### config.mk
export PLATFORM = sky130hd
export DESIGN_NAME = tsm_monitor_regs
export DESIGN_NICKNAME = d
export VERILOG_FILES = /design/src/hw/tsm_pkg.sv /design/src/hw/tsm_monitor_regs.sv /design/src/hw/tsm_period_timer.sv
export VERILOG_INCLUDE_DIRS = /design/src /design/src/hw
export SDC_FILE = /design/constraint.sdc
export NUM_CORES = 1
export LEC_CHECK = 0
export BUFFER_PORTS_ARGS = -buffer_cell sky130_fd_sc_hd__buf_2
export CORE_MARGIN = 1
export CORE_UTILIZATION = 35
export CTS_BUF_LIST = sky130_fd_sc_hd__clkbuf_4 sky130_fd_sc_hd__clkbuf_8
export CTS_CLUSTER_DIAMETER = 100
export DETAILED_ROUTE_END_ITERATION = 7
export SYNTH_ARGS = -nofsm -noshare
export SYNTH_HDL_FRONTEND = slang
export SYNTH_HIERARCHICAL = 1
export SYNTH_SLANG_ARGS = --single-unit
### constraint.sdc
create_clock -name i_clk_sys -period 3.05 [get_ports i_clk_sys]
set_input_delay 0.1525 -clock i_clk_sys [delete_from_list [all_inputs] [get_ports i_clk_sys]]
set_output_delay 0.1525 -clock i_clk_sys [all_outputs]
set_load 0.005 [all_outputs]
### src/hw/tsm_regs.svh
// Register map, field positions, reset values and timing for the temperature/supply monitor
`ifndef TSM_REGS_SVH
`define TSM_REGS_SVH

// ==========================================================================
// Register addresses
`define TSM_ADDR_W 16
`define TSM_DATA_W 16
`define TSM_ADDR_PERIOD 16'h0480
`define TSM_ADDR_RUN 16'h0481
`define TSM_ADDR_THR 16'h0482
`define TSM_ADDR_TEMP 16'h0483
`define TSM_ADDR_IRQ_STS 16'h04F0
`define TSM_ADDR_IRQ_MASK 16'h04F1

// ==========================================================================
// Reset values
`define TSM_PERIOD_RST 4'h2
`define TSM_RUN_RST 16'h00A2
`define TSM_THR_RST 16'h7007
`define TSM_TEMP_RST 3'h0
`define TSM_EV_RST 4'h0

// ==========================================================================
// Field positions
`define TSM_PERIOD_HI 3
`define TSM_PERIOD_LO 0
`define TSM_RUN_START 0
`define TSM_RUN_PERIODIC 1
`define TSM_UV_HI 14
`define TSM_UV_LO 12
`define TSM_OV_HI 10
`define TSM_OV_LO 8
`define TSM_OT_HI 2
`define TSM_OT_LO 0
`define TSM_CODE_W 3
`define TSM_OV_UNDEF 3'h7
`define TSM_PERIOD_W 4
`define TSM_PERIOD_INVALID 4'h0
`define TSM_PERIOD_MIN 4'h1

// ==========================================================================
// Sticky event bits
`define TSM_EV_W 4
`define TSM_EV_DONE 0
`define TSM_EV_UV 1
`define TSM_EV_OV 2
`define TSM_EV_OT 3

// ==========================================================================
// Timing
`define TSM_STEP_MS 16
`define TSM_CLK_KHZ 40000
`define TSM_STEP_CYCLES_DEF (`TSM_STEP_MS * `TSM_CLK_KHZ)
`define TSM_STEP_CNT_W 20

`endif

### src/hw/tsm_pkg.sv
// Types shared by the temperature/supply monitor modules
`include "tsm_regs.svh"

package tsm_pkg;

  // ========================================================================
  // Run sequencer states
  typedef enum logic [1:0] {
    TSM_IDLE,
    TSM_MEASURE,
    TSM_WAIT
  } tsm_run_state_t;

  // ========================================================================
  // Interval timer state
  typedef struct packed {
    logic [`TSM_STEP_CNT_W-1:0] cyc;
    logic [`TSM_PERIOD_W-1:0] steps_left;
    logic running;
    logic expired;
  } tsm_tmr_state_t;

  // ========================================================================
  // Top-level state
  typedef struct packed {
    logic [`TSM_PERIOD_W-1:0] period;
    logic [`TSM_DATA_W-1:0] run_ctrl;
    logic [`TSM_DATA_W-1:0] thr;
    logic [`TSM_CODE_W-1:0] temp_code;
    logic [`TSM_EV_W-1:0] sts;
    logic [`TSM_EV_W-1:0] mask;
    tsm_run_state_t state;
    logic meas_req;
    logic irq;
    logic [`TSM_DATA_W-1:0] rd_data;
    logic done_s1;
    logic done_s2;
    logic done_s3;
    logic [`TSM_CODE_W-1:0] temp_s1;
    logic [`TSM_CODE_W-1:0] temp_s2;
    logic [`TSM_CODE_W-1:0] volt_s1;
    logic [`TSM_CODE_W-1:0] volt_s2;
  } tsm_state_t;

endpackage

### src/hw/tsm_monitor_regs.sv
// Control, threshold and status registers of the temperature/supply monitor
`timescale 1ns/10ps
`include "tsm_regs.svh"

module tsm_monitor_regs import tsm_pkg::*; #(
  parameter int unsigned P_STEP_CYCLES = `TSM_STEP_CYCLES_DEF
) (
  input wire logic i_clk_sys,
  input wire logic i_rst,
  input wire logic i_ce,
  input wire logic [`TSM_ADDR_W-1:0] i_addr,
  input wire logic [`TSM_DATA_W-1:0] i_wdata,
  input wire logic i_wr,
  input wire logic i_rd,
  output logic [`TSM_DATA_W-1:0] o_rd_data,
  output logic o_irq,
  output logic o_meas_req,
  input wire logic i_meas_done,
  input wire logic [`TSM_CODE_W-1:0] i_meas_temp,
  input wire logic [`TSM_CODE_W-1:0] i_meas_volt
);

  localparam tsm_state_t ST_RST = '{
    period: `TSM_PERIOD_RST,
    run_ctrl: `TSM_RUN_RST,
    thr: `TSM_THR_RST,
    temp_code: `TSM_TEMP_RST,
    sts: `TSM_EV_RST,
    mask: `TSM_EV_RST,
    state: TSM_IDLE,
    meas_req: 1'b0,
    irq: 1'b0,
    rd_data: '0,
    done_s1: 1'b0,
    done_s2: 1'b0,
    done_s3: 1'b0,
    temp_s1: '0,
    temp_s2: '0,
    volt_s1: '0,
    volt_s2: '0
  };

  // ========================================================================
  // Band comparisons
  // Higher voltage code is a lower supply; higher temperature code is hotter
  function automatic logic at_or_above(input logic [`TSM_CODE_W-1:0] meas, input logic [`TSM_CODE_W-1:0] thr);
    at_or_above = (meas >= thr);
  endfunction

  tsm_state_t st_reg;
  tsm_state_t st_next;
  logic done_edge;
  logic start_wr;
  logic launch;
  logic tmr_start;
  logic tmr_abort;
  logic tmr_expired;
  logic [`TSM_EV_W-1:0] ev;
  logic [`TSM_CODE_W-1:0] thr_uv;
  logic [`TSM_CODE_W-1:0] thr_ov;
  logic [`TSM_CODE_W-1:0] thr_ot;

  assign done_edge = st_reg.done_s2 & ~st_reg.done_s3;
  assign thr_uv = st_reg.thr[`TSM_UV_HI:`TSM_UV_LO];
  assign thr_ov = st_reg.thr[`TSM_OV_HI:`TSM_OV_LO];
  assign thr_ot = st_reg.thr[`TSM_OT_HI:`TSM_OT_LO];
  assign start_wr = i_wr && (i_addr == `TSM_ADDR_RUN) && i_wdata[`TSM_RUN_START];

  // ========================================================================
  // Interval timer
  tsm_period_timer #(
    .P_STEP_CYCLES(P_STEP_CYCLES[`TSM_STEP_CNT_W-1:0])
  ) u_timer (
    .i_clk_sys(i_clk_sys),
    .i_rst(i_rst),
    .i_ce(i_ce),
    .i_start(tmr_start),
    .i_abort(tmr_abort),
    .i_code(st_reg.period),
    .o_expired(tmr_expired)
  );

  // ========================================================================
  // Next state
  always_comb begin
    st_next = st_reg;
    tmr_start = 1'b0;
    tmr_abort = 1'b0;
    ev = '0;
    launch = start_wr | st_reg.run_ctrl[`TSM_RUN_START];

    // Analog handshake crosses in through two flops before use
    st_next.done_s1 = i_meas_done;
    st_next.done_s2 = st_reg.done_s1;
    st_next.done_s3 = st_reg.done_s2;
    st_next.temp_s1 = i_meas_temp;
    st_next.temp_s2 = st_reg.temp_s1;
    st_next.volt_s1 = i_meas_volt;
    st_next.volt_s2 = st_reg.volt_s1;

    // Register writes; reserved bits of control and threshold are kept as written
    if (i_wr) begin
      case (i_addr)
        `TSM_ADDR_PERIOD: st_next.period = i_wdata[`TSM_PERIOD_HI:`TSM_PERIOD_LO];
        `TSM_ADDR_RUN: begin
          st_next.run_ctrl = i_wdata;
          st_next.run_ctrl[`TSM_RUN_START] = st_reg.run_ctrl[`TSM_RUN_START];
        end
        `TSM_ADDR_THR: st_next.thr = i_wdata;
        `TSM_ADDR_IRQ_MASK: st_next.mask = i_wdata[`TSM_EV_W-1:0];
        default: begin
        end
      endcase
    end

    // Run sequencer
    case (st_reg.state)
      TSM_IDLE: begin
        if (launch) begin
          st_next.state = TSM_MEASURE;
          st_next.run_ctrl[`TSM_RUN_START] = 1'b0;
        end
      end
      TSM_WAIT: begin
        if (launch) begin
          st_next.state = TSM_MEASURE;
          st_next.run_ctrl[`TSM_RUN_START] = 1'b0;
          tmr_abort = 1'b1;
        end else if (!st_next.run_ctrl[`TSM_RUN_PERIODIC]) begin
          st_next.state = TSM_IDLE;
          tmr_abort = 1'b1;
        end else if (tmr_expired) begin
          st_next.state = TSM_MEASURE;
        end
      end
      TSM_MEASURE: begin
        // A start during a run is held and launches the next run
        if (start_wr) begin
          st_next.run_ctrl[`TSM_RUN_START] = 1'b1;
        end
        if (done_edge) begin
          st_next.temp_code = st_reg.temp_s2;
          ev[`TSM_EV_DONE] = 1'b1;
          // Bands are ratios of nominal, so no rail select is needed here
          ev[`TSM_EV_UV] = at_or_above(st_reg.volt_s2, thr_uv);
          ev[`TSM_EV_OV] = (thr_ov != `TSM_OV_UNDEF) && at_or_above(thr_ov, st_reg.volt_s2);
          ev[`TSM_EV_OT] = at_or_above(st_reg.temp_s2, thr_ot);
          if (st_next.run_ctrl[`TSM_RUN_PERIODIC]) begin
            st_next.state = TSM_WAIT;
            tmr_start = 1'b1;
          end else begin
            st_next.state = TSM_IDLE;
          end
        end
      end
      default: st_next.state = TSM_IDLE;
    endcase

    st_next.meas_req = (st_next.state == TSM_MEASURE);

    // Read-to-clear status; a new event in the same cycle survives
    if (i_rd && (i_addr == `TSM_ADDR_IRQ_STS)) begin
      st_next.sts = ev;
    end else begin
      st_next.sts = st_reg.sts | ev;
    end
    st_next.irq = |(st_next.sts & st_next.mask);

    // Read data stands only in the cycle after the strobe
    st_next.rd_data = '0;
    if (i_rd) begin
      case (i_addr)
        `TSM_ADDR_PERIOD: st_next.rd_data[`TSM_PERIOD_HI:`TSM_PERIOD_LO] = st_reg.period;
        `TSM_ADDR_RUN: st_next.rd_data = st_reg.run_ctrl;
        `TSM_ADDR_THR: st_next.rd_data = st_reg.thr;
        `TSM_ADDR_TEMP: st_next.rd_data[`TSM_CODE_W-1:0] = st_reg.temp_code;
        `TSM_ADDR_IRQ_STS: st_next.rd_data[`TSM_EV_W-1:0] = st_reg.sts;
        `TSM_ADDR_IRQ_MASK: st_next.rd_data[`TSM_EV_W-1:0] = st_reg.mask;
        default: st_next.rd_data = '0;
      endcase
    end
  end

  // ========================================================================
  // State register; clock enable low freezes everything, bus strobes included
  always_ff @(posedge i_clk_sys or posedge i_rst) begin
    if (i_rst) begin
      st_reg <= ST_RST;
    end else if (i_ce) begin
      st_reg <= st_next;
    end
  end

  assign o_rd_data = st_reg.rd_data;
  assign o_irq = st_reg.irq;
  assign o_meas_req = st_reg.meas_req;
endmodule

### src/hw/tsm_period_timer.sv
// Interval timer between periodic monitor runs
`timescale 1ns/10ps
`include "tsm_regs.svh"

module tsm_period_timer import tsm_pkg::*; #(
  parameter logic [`TSM_STEP_CNT_W-1:0] P_STEP_CYCLES = `TSM_STEP_CNT_W'(`TSM_STEP_CYCLES_DEF)
) (
  input wire logic i_clk_sys,
  input wire logic i_rst,
  input wire logic i_ce,
  input wire logic i_start,
  input wire logic i_abort,
  input wire logic [`TSM_PERIOD_W-1:0] i_code,
  output logic o_expired
);

  localparam tsm_tmr_state_t TMR_RST = '{cyc: '0, steps_left: '0, running: 1'b0, expired: 1'b0};

  tsm_tmr_state_t tmr_reg;
  tsm_tmr_state_t tmr_next;

  // ========================================================================
  // Next state
  always_comb begin
    tmr_next = tmr_reg;
    tmr_next.expired = 1'b0;
    if (i_abort) begin
      tmr_next.running = 1'b0;
    end else if (i_start) begin
      tmr_next.running = 1'b1;
      tmr_next.cyc = '0;
      // Code 0 is invalid; run it as the shortest step
      tmr_next.steps_left = (i_code == `TSM_PERIOD_INVALID) ? `TSM_PERIOD_MIN : i_code;
    end else if (tmr_reg.running) begin
      if (tmr_reg.cyc == P_STEP_CYCLES - `TSM_STEP_CNT_W'(1)) begin
        tmr_next.cyc = '0;
        if (tmr_reg.steps_left == `TSM_PERIOD_MIN) begin
          tmr_next.running = 1'b0;
          tmr_next.expired = 1'b1;
        end else begin
          tmr_next.steps_left = tmr_reg.steps_left - `TSM_PERIOD_MIN;
        end
      end else begin
        tmr_next.cyc = tmr_reg.cyc + `TSM_STEP_CNT_W'(1);
      end
    end
  end

  always_ff @(posedge i_clk_sys or posedge i_rst) begin
    if (i_rst) begin
      tmr_reg <= TMR_RST;
    end else if (i_ce) begin
      tmr_reg <= tmr_next;
    end
  end

  assign o_expired = tmr_reg.expired;
endmodule

* After elaboration in Yosys (flattened, before gate mapping)
Index checks and enable logic that the tools add are counted.
Operators by class: add/sub/neg operators 2, multipliers 0, div/mod/pow operators 0, magnitude comparators 3, equality and inequality tests 13, shifts and indexed selects 0, mux-type cells 38, bitwise operators 6, reductions and logical operators 16
Operators by type and width (count):
- equality test 16 x 11 -> 1 bit, second input constant | 6
- 2-to-1 mux 16 bit | 2
- 2-to-1 mux 4 bit | 7
- 2-to-1 mux 26 bit | 1
- 2-to-1 mux 25 bit | 1
- case mux 12 bit (2 select lines) | 1
- adder 20 x 1 -> 20 bit, second input constant | 1
- equality test 20 bit, second input constant | 1
- 2-to-1 mux 20 bit | 1
- 2-to-1 mux 18 bit | 1
- case mux 3 bit (6 select lines) | 1
- 2-to-1 mux 2 bit | 8
- AND reduction 3 bit | 5
- 2-to-1 mux 1 bit | 11
- >= comparator 3 bit | 3
- 2-to-1 mux 6 bit | 1
- case mux 2 bit (3 select lines) | 1
- case mux 1 bit (5 select lines) | 1
- AND reduction 5 bit | 1
- bitwise AND 4 bit | 1
- equality test 2 x 1 -> 1 bit, second input constant | 2
- equality test 4 x 1 -> 1 bit, second input constant | 1
- logical AND 1 bit | 4
- zero test 4 bit | 1
- other kinds (13) | 15
Word-level totals: bits in registers 108, latch bits 0, memory bits (writable) 0, ROM bits 0, input bits 44, output and inout port bits 18, logic and storage cells 100, memories kept 0

* Depth between registers and ports, before layout
Gate-level depths: netlist of the first run.
depth in word-level cells 8, gate-level depth with buffers 12, gate-level depth less buffers 11

* Hierarchy
The synthesis of the first run kept the hierarchy.
By module, submodules not included:
- tsm_monitor_regs | times used 1, cells an instance 346, area an instance 3988.8 um^2, sequential area each 2064.5 um^2
- tsm_period_timer | times used 1, cells an instance 184, area an instance 1676.6 um^2, sequential area each 650.6 um^2

* Worst setup path after synthesis of the first run
Ideal clock, no wire load.
path kind input -> register, from input port i_addr[13], to register u_timer/tmr_reg[2] (netlist name), library setup time 0.128 ns, arrival 2.384 ns, required time 2.922 ns, setup slack 0.538 ns, stages 9, buffers on the path 0, path through nor3_1 > nand3_1 > nor2_2 > nand2_1 > a21oi_1 > o21bai_1 > nand4b_4 > o21ai_2 > mux2_1
Between the ends: longest elaborated chain between the ends 8, elaborated cells between the ends (all ways) 18, classes of those cells 2 x eq/ne; 9 x mux; 2 x bitwise; 5 x reduce/logical
Ends and longest elaborated chain:
- from (decl) | line tsm_monitor_regs.sv:11 | input wire logic [`TSM_ADDR_W-1:0] i_addr,
- equality test 16 x 11 -> 1 bit * | line tsm_monitor_regs.sv:103 | case (i_addr)
- 2-to-1 mux 2 bit * | line tsm_monitor_regs.sv:103
- 2-to-1 mux 18 bit * | line tsm_monitor_regs.sv:102 | if (i_wr) begin
- 2-to-1 mux 1 bit * | line tsm_monitor_regs.sv:148 | if (st_next.run_ctrl[`TSM_RUN_PERIODIC]) begin
- 2-to-1 mux 1 bit * | line tsm_monitor_regs.sv:141 | if (done_edge) begin
- 2-to-1 mux 1 bit * | line tsm_monitor_regs.sv:117 | case (st_reg.state)
- named net tmr_start | line tsm_monitor_regs.sv:55 | logic tmr_start;
- != test 2 bit (no source line) / nonzero test 2 bit (equally long branches)
- AND reduction 5 bit (no source line)
- to (signal assigned) | line tsm_period_timer.sv:53 | tmr_reg <= tmr_next;
- to (decl) | line tsm_period_timer.sv:19 | tsm_tmr_state_t tmr_reg;
The timed path passes the listed nets; every way through them passes the cells marked *. A chain may end at the register's enable or synchronous reset.

* Final worst setup path of the first run
from input port i_addr[3], to register u_timer/tmr_reg[2] (netlist name)
The elaborated chain is that of the path after synthesis.

==> summary.md, run 1 <==
| Metric | Value |
|---|---|
| First-pass GRT wire length | `21200 um` |
| Mapped Area | `5665 sq um` |
| Crit path DAT | `2.65 ns` |
| I/O Buffers | `61` |
| Slew Limit Headroom | `0.3187` |
| Post-DP HPWL | `9309 um` |
| Die Wd | `129.2 um` |
| Final core utilization | `0.4091` |
| Drt pass-1 iters | `4` |
| Die area | `around 17000 sq um` |
| Final Hold Violating Endpoints | `0` |
| Number of flip-flops under the largest register name | `56` |
| # nets final | `652` |
| Hold path startpoint | `i_wdata[4]` |
| Routed vias/inst | `5.177` |
| Design Power | `2.611 mW` |
| Setup TNS Final | `0 ns` |
| Hold Crit Class | `in2reg` |
| Post-synth cell types | `72` |
| Root Driver | `clkbuf_8` |
| Crit-path max FO | `6` |
| Top Ports | `62` |
| Startpoint types | `primary input` |
| Mean Syn Cell Area | `about 11 sq um` |
| Top post-synthesis cells by area | `dfrtp_1 43%, mux2_2 9.5%, dfstp_2 4.6%` |
| Fraction of layout cells with a size suffix above 1 | `0.2879` |
| Top_reg_cell synth | `dfrtp_1` |
| Synth Instances | `530` |
| Core area | `15830 sq um` |
| Worst path slowest cell | `nor4b_1` |
| Post-Route WL | `12780 um` |
| Antenna Nets Post-Route | `0` |
| PwrDens | `403.3 nW/um^2` |
| Synth async-reset ratio | `1.000` |
| CTS clock-pin slew for the worst setup and hold paths | `0.10 ns` |
| Syn. warnings | `6` |
| Worst-case clock buffer depth | `2` |
| Setup crit start | `i_addr[3]` |
| Worst reg2reg startpoint | `st_reg[12]` |
| Largest stage delay on the critical path | `0.38 ns` |
| Initial antenna violation count | `1` |
| Initial Util | `0.3579` |
| Synth top area share | `0.4329` |
| CTS tree | `built` |
| GRT overflow | `0` |
| # setup viols final | `0` |
| Kind of end point of the critical path | `register` |
| Vias | `4235` |
| Post-layout min period | `roughly 2.4 ns` |
| Drc violations | `0` |
| Mapped Nets | `586` |
| DR iter-0 viols | `~240` |
| Status | `completed` |
| H-tree Lvls | `3` |
| Die Span Y | `129.2 um` |
| Vias in the first global route | `4423` |
| CP required | `3.34 ns` |
| Clk_lat worst skew | `approximately 0.40 ns` |
| Row cnt | `46` |
| WS Path Type | `in2reg` |
| Total Routing Usage GR | `0.1643` |
| Area delta synth->final | `14.29%` |
| Final Non-Filler Cells | `818` |
| Worst Skew | `about 0.019 ns` |
| Sequential area share after synthesis | `0.4792` |
| Leakage power total | `2.925 nW` |
| Fmax | `424.0 MHz` |
| Drt wl/cell | `15.62 um` |
| Seq cells post-synth | `~110` |
| Worst path cell trace | `buf_2, nor4b_1, nand3_1, nor2_2, buf_4, nand2_1, a21oi_1, nand2b_1, nor2_1, nand3_2, o21ai_0, mux2_1` |
| Hold Worst Slack | `around 0.025 ns` |
| Max Transition Viols Final | `0` |
| Top-count cell post-synth | `dfrtp_1` |
| DP Cell Count | `782` |
| Fin crit share | `0.7733` |
| Post-synth EDFFs | `0` |
| TritonCTS Buffers | `9` |
| Slew @ Worst Pin | `1.021 ns` |
| Yosys top cell by area | `dfrtp_1` |
| RePlAce Congestion | `0.8018` |
| Peak supply drop | `0.1746 mV` |
| Post-CTS Setup Bufs | `0` |
| Max Cap Viol | `0` |
| Synth top cells by count | `98 x dfrtp_1, 48 x mux2_2, 45 x inv_1` |
| RSZ-0062 raised after global routing | `no` |
| Clock sinks | `between 100 and 150` |
| Largest net degree at the start of global routing | `33` |
==> path summary, 6_finish.rpt <==
kind / to / slack, ns / cells past startpoint
max: u_timer/tmr_reg[2] / 0.69 / 12
min: st_reg[50] / 0.03 / 2
max reg2reg: u_timer/tmr_reg[2] / 0.77 / 8
min reg2reg: st_reg[2] / 0.48 / 2
max in group asynchronous: u_timer/tmr_reg[5] / 1.88 / 3
min in group asynchronous: st_reg[65] / 0.34 / 3
==> critical path, delay by kind of cell <==
kind / cells / cell delay, ns
simple gates: 7 / 1.49
compound gates: 2 / 0.45
mux: 1 / 0.29
buf+inv: 2 / 0.25
==> metal layers <==
metal / track usage / routed length (um) / share of wire / vias to the layer above
met1: 0.1921 / 5572 / 0.44 / 2100
li1: - / - / - / 2028
met5: 0 / 0 / 0 / -
met3: 0.03757 / 594 / 0.046 / 16
met2: 0.2872 / 6391 / 0.50 / 91
met4: 0.07266 / 217 / 0.017 / 0
==> kinds of logic after synthesis <==
group / after synthesis / synth area share
AND/OR/NAND/NOR: 147 / 0.1641
AO/OA/AOI/OAI: 124 / 0.1480
flip-flops: 108 / 0.4792
buffers and inverters: 81 / 0.06935
multiplexers: 55 / 0.1082
adder cells (fa/ha/maj): 12 / 0.02650
XOR/XNOR: 3 / 0.004639
==> area by class of cell <==
class	instances	area (sq um)
inverter	45	170.2
clock inverter	6	43.79
multi-input combinational	341	2557
clock buffer	10	137.6
sequential	108	2715
fill	1550	9353
antenna	1	2.502
timing repair buffer	91	578.1
tap	216	270.3
==> power by group <==
group	switching, mW	total, mW	internal (mW)
clock	0.513	0.838	0.325
combinational	0.119	0.234	0.115
sequential	0.0437	1.54	1.50
total	0.675	2.61	1.94
==> metrics by stage <==
stage	worst slack [ns]	instance area (sq um)
4_1_cts	0.6896	6472
2_1_floorplan	0.5379	5665
6_report	0.6914	6475
5_1_grt	0.3834	6472
3_3_place_gp	0.3686	6101
3_5_place_dp	0.2586	6101
==> timing repair <==
item | 4_1_cts | 5_1_grt
endpoints found under the hold margin | 57 | 0
resized for setup | 0 | 0
hold buffers | 19 | 0
endpoints found under the setup margin | 0 | 0
==> layout by cell type, fill, tap and decap left out, types with 12 or more instances in the layout <==
| master | instances |
|---|---|
| a21oi_1 | 19 |
| a22oi_1 | 19 |
| buf_2 | 61 |
| dfrtp_1 | 98 |
| dlygate4sd3_1 | 19 |
| ha_1 | 12 |
| inv_1 | 44 |
| mux2_2 | 48 |
| nand2_1 | 34 |
| nand3_1 | 18 |
| nor2_1 | 16 |
| o21ai_0 | 23 |
| o22ai_1 | 18 |
Power figures use the tool's default switching activity.
==> run 2: changes to the inputs <==
Clock period 3.05 ns to 2.45 ns, I/O delays scaled along.
==> run 2 against run 1 <==
Compared with the run above:
- non-clock buffer count is 17 higher
- register-to-register slack worse by 0.45 ns
- design area grew 2.7%
- combinational power up 26%
- first-iteration DRC count increased by 14%
- worst setup slack got worse by 0.48 ns
- clock power grew 35%
- sequential power is 25% higher
- final cell count grew 2.0%
- die area is the same
- sequential share of layout area decreased by 1.1 points
- sequential cell count unchanged
==> summary.md, run 2 (synthesis results as in run 1) <==
| Metric | Value |
|---|---|
| I/O Buffers | `61 (unchanged)` |
| Buf/Inv on CP | `3 (+1)` |
| Final Hold Violating Endpoints | `0 (unchanged)` |
| Root Driver | `clkbuf_8` |
| Most frequent cells in the layout | `98 x dfrtp_1, 61 x buf_2, 48 x mux2_2` |
| CTS tree | `built` |
| Fin crit share | `0.9153` |
| Top Usage Layer GRT | `met2` |
| Kind of end point of the critical path | `register` |
| # setup viols final | `0 (unchanged)` |
| Row cnt | `46 (unchanged)` |
| Routed vias/inst | `5.169 (-0.16%)` |
| Max Cap Viol | `0 (unchanged)` |
| CTS clock-pin slew for the worst setup and hold paths | `0.10 ns (about the same)` |
| Total Routing Usage GR | `0.1664 (+0.002131)` |
| TritonCTS Buffers | `9 (unchanged)` |
| WHS Path Cells | `2 (unchanged)` |
| Post-CTS Setup Bufs | `0 (unchanged)` |
| Fmax | `445.9 MHz` |
| Worst path cell trace | `buf_2, nor4b_1, buf_4, nand3_1, nor2_2, nand3b_1, a21oi_1, nor2_1, nand2b_1, o21bai_1, buf_4, nor4_2, xnor2_1, nor2_1` |
| Startpoint types | `primary input` |
| Reg2Reg Depth | `9 (+1)` |
| Initial Util | `0.3579 (unchanged)` |
| Post-layout min period | `between 2 and 2.5 ns` |
| Crit path DAT | `2.53 ns (-0.12 ns)` |
| Initial antenna violation count | `0 (-1)` |
| # nets final | `669 (+2.6%)` |
| Vias | `4311 (+1.8%)` |
| Post-DP HPWL | `9481 um (+1.8%)` |
| Slew Limit Headroom | `0.3214 (+0.002746)` |
| Final instance area | `6650 sq um (+2.7%)` |
| Die Span Y | `129.2 um (unchanged)` |
| Final core utilization | `0.4202 (+0.01107)` |
| Worst Hold Path EP | `u_timer/o_expired` |
| Top Ports | `62 (unchanged)` |
| Reg2reg end | `u_timer/tmr_reg[22]` |
| Worst reg2reg startpoint | `st_reg[63]` |
| Int Power | `2.488 mW (+28%)` |
| Most common cell after layout, fill and taps aside | `dfrtp_1` |
| H-tree Lvls | `3 (unchanged)` |
| GRT overflow | `0 (unchanged)` |
| Leakage power total | `3.013 nW (+3.0%)` |
| Antenna Nets Post-Route | `0 (unchanged)` |
| Worst path slowest cell | `nor4_2` |
| Worst path top cell family by delay | `simple AND/OR/NAND/NOR gates` |
| Peak supply drop | `0.2702 mV (+55%)` |
| CP required | `2.73 ns (-0.61 ns)` |
| Global routing usage on met3 | `0.03138 (-0.006193)` |
| Number of flip-flops under the largest register name | `56 (unchanged)` |
| Hold Worst Slack | `0.02810 ns (+0.002868 ns)` |
| Drc violations | `0 (unchanged)` |
| Drt pass-1 iters | `4 (unchanged)` |
| Post-Route WL | `12990 um (+1.7%)` |
| Hold path startpoint | `i_ce` |
| Largest net degree at the start of global routing | `38 (+15%)` |
| Fraction of layout cells with a size suffix above 1 | `0.3058 (+0.01797)` |
| Vias in the first global route | `4396 (-0.61%)` |
| Worst Skew | `0.01071 ns (-0.007869 ns)` |
| Ant. Diodes | `0 (-1)` |
| Power share of the clock group | `0.337 (+0.016)` |
| RePlAce Congestion | `0.8350 (+4.1%)` |
| Final Non-Filler Cells | `834 (+2.0%)` |
| Core area | `15830 sq um (unchanged)` |
| DP Cell Count | `797 (+1.9%)` |
| Area delta synth->final | `17.38%` |
| DR iter-0 viols | `279 (+14%)` |
| Sw Share | `0.2543 (-0.004329)` |
| WS Path Type | `in2reg` |
| First-pass GRT wire length | `21550 um (+1.7%)` |
| Die Wd | `129.2 um (unchanged)` |
| Max Transition Viols Final | `0 (unchanged)` |
| Clk_lat worst skew | `0.39 ns (about the same)` |
| Crit-path max FO | `7 (+1)` |
| Status | `completed` |
| RSZ-0062 raised after global routing | `no` |
| Slew @ Worst Pin | `1.017 ns (-0.004114 ns)` |
| Hold Crit Class | `in2reg` |
| GR Util met1 | `0.2052 (+0.01311)` |
| Die area | `16700 sq um (unchanged)` |
| R2R setup slack | `0.32 ns (-0.45 ns)` |
| Largest stage delay on the critical path | `0.35 ns (-0.03 ns)` |
| GR Layer Usage met2 | `0.2894 (+0.002214)` |
| Worst-case clock buffer depth | `2 (unchanged)` |
| Design Power | `3.336 mW (+28%)` |
| PwrDens | `501.6 nW/um^2 (+24%)` |
| Register share of total power | `0.574 (-0.015)` |
| Sw power | `848.2 uW (+26%)` |
| Drt wl/cell | `15.57 um (-0.28%)` |
| Gate power share | `0.088 (about the same)` |
| Placed cell area | `6242 sq um (+2.3%)` |
| Clock sinks | `108 (unchanged)` |
==> run 2: changes by cell type in the layout (fill, tap and decap cells not counted), sizes merged <==
cell	previous run	this run
clkinv	3	4
clkbuf	10	9
diode	1	0
dlygate4sd3	19	21
inv	47	46
buf	72	87
bufinv	0	1
==> run 2: repair_timing <==
action | CTS | global route
hold buffers | 21 | 0
resized for setup | 0 | 1
endpoints found under the hold margin | 86 | 0
setup endpoints to repair | 0 | 7
==> run 2: through the flow <==
stage / setup slack (ns) / TNS, ns
2_1_floorplan: 0.02392 / 0
3_3_place_gp: -0.1208 / -1.863
3_5_place_dp: -0.1827 / -2.921
4_1_cts: 0.2180 / 0
5_1_grt: 0.05236 / 0
6_report: 0.2075 / 0
==> run 2: power groups by stage <==
stage               sequential, mW  clock (mW)  combinational, mW
global route                  1.93        1.23              0.333
CTS                           1.92        1.17              0.302
detailed placement            1.95           0              0.275
finish                        1.92        1.13              0.295
floorplan                     1.93           0              0.173
global placement              1.95           0              0.268
==> run 2: routing by layer <==
metal / up-vias / wire length [um]
met1: 2137 / 5877
met4: 0 / 162
met2: 85 / 6416
li1: 2076 / -
met3: 13 / 533
met5: - / 0
==> run 2: final cells by class <==
class | instances | area (sq um)
Tap cell | 216 | 270.3
Inverter | 45 | 170.2
Fill cell | 1496 | 9178
Sequential cell | 108 | 2715
Clock inverter | 7 | 73.82
Multi-Input combinational cell | 341 | 2561
Timing Repair Buffer | 108 | 735.7
Clock buffer | 9 | 123.9
==> run 2: worst max path at each step <==
| stage | slack (ns) | depth (start not counted) | start | endpoint |
|---|---|---|---|---|
| 6_report | 0.21 | 14 | i_addr[8] | u_timer/tmr_reg[22] |
| 5_1_grt | 0.05 | 14 | i_addr[8] | u_timer/tmr_reg[22] |
| 4_1_cts | 0.22 | 14 | i_addr[8] | u_timer/tmr_reg[22] |
| 3_5_place_dp | -0.18 | 14 | i_addr[8] | u_timer/tmr_reg[22] |
| 3_3_place_gp | -0.12 | 13 | i_addr[8] | u_timer/tmr_reg[3] |
| 2_1_floorplan | 0.02 | 11 | i_addr[13] | u_timer/tmr_reg[2] |
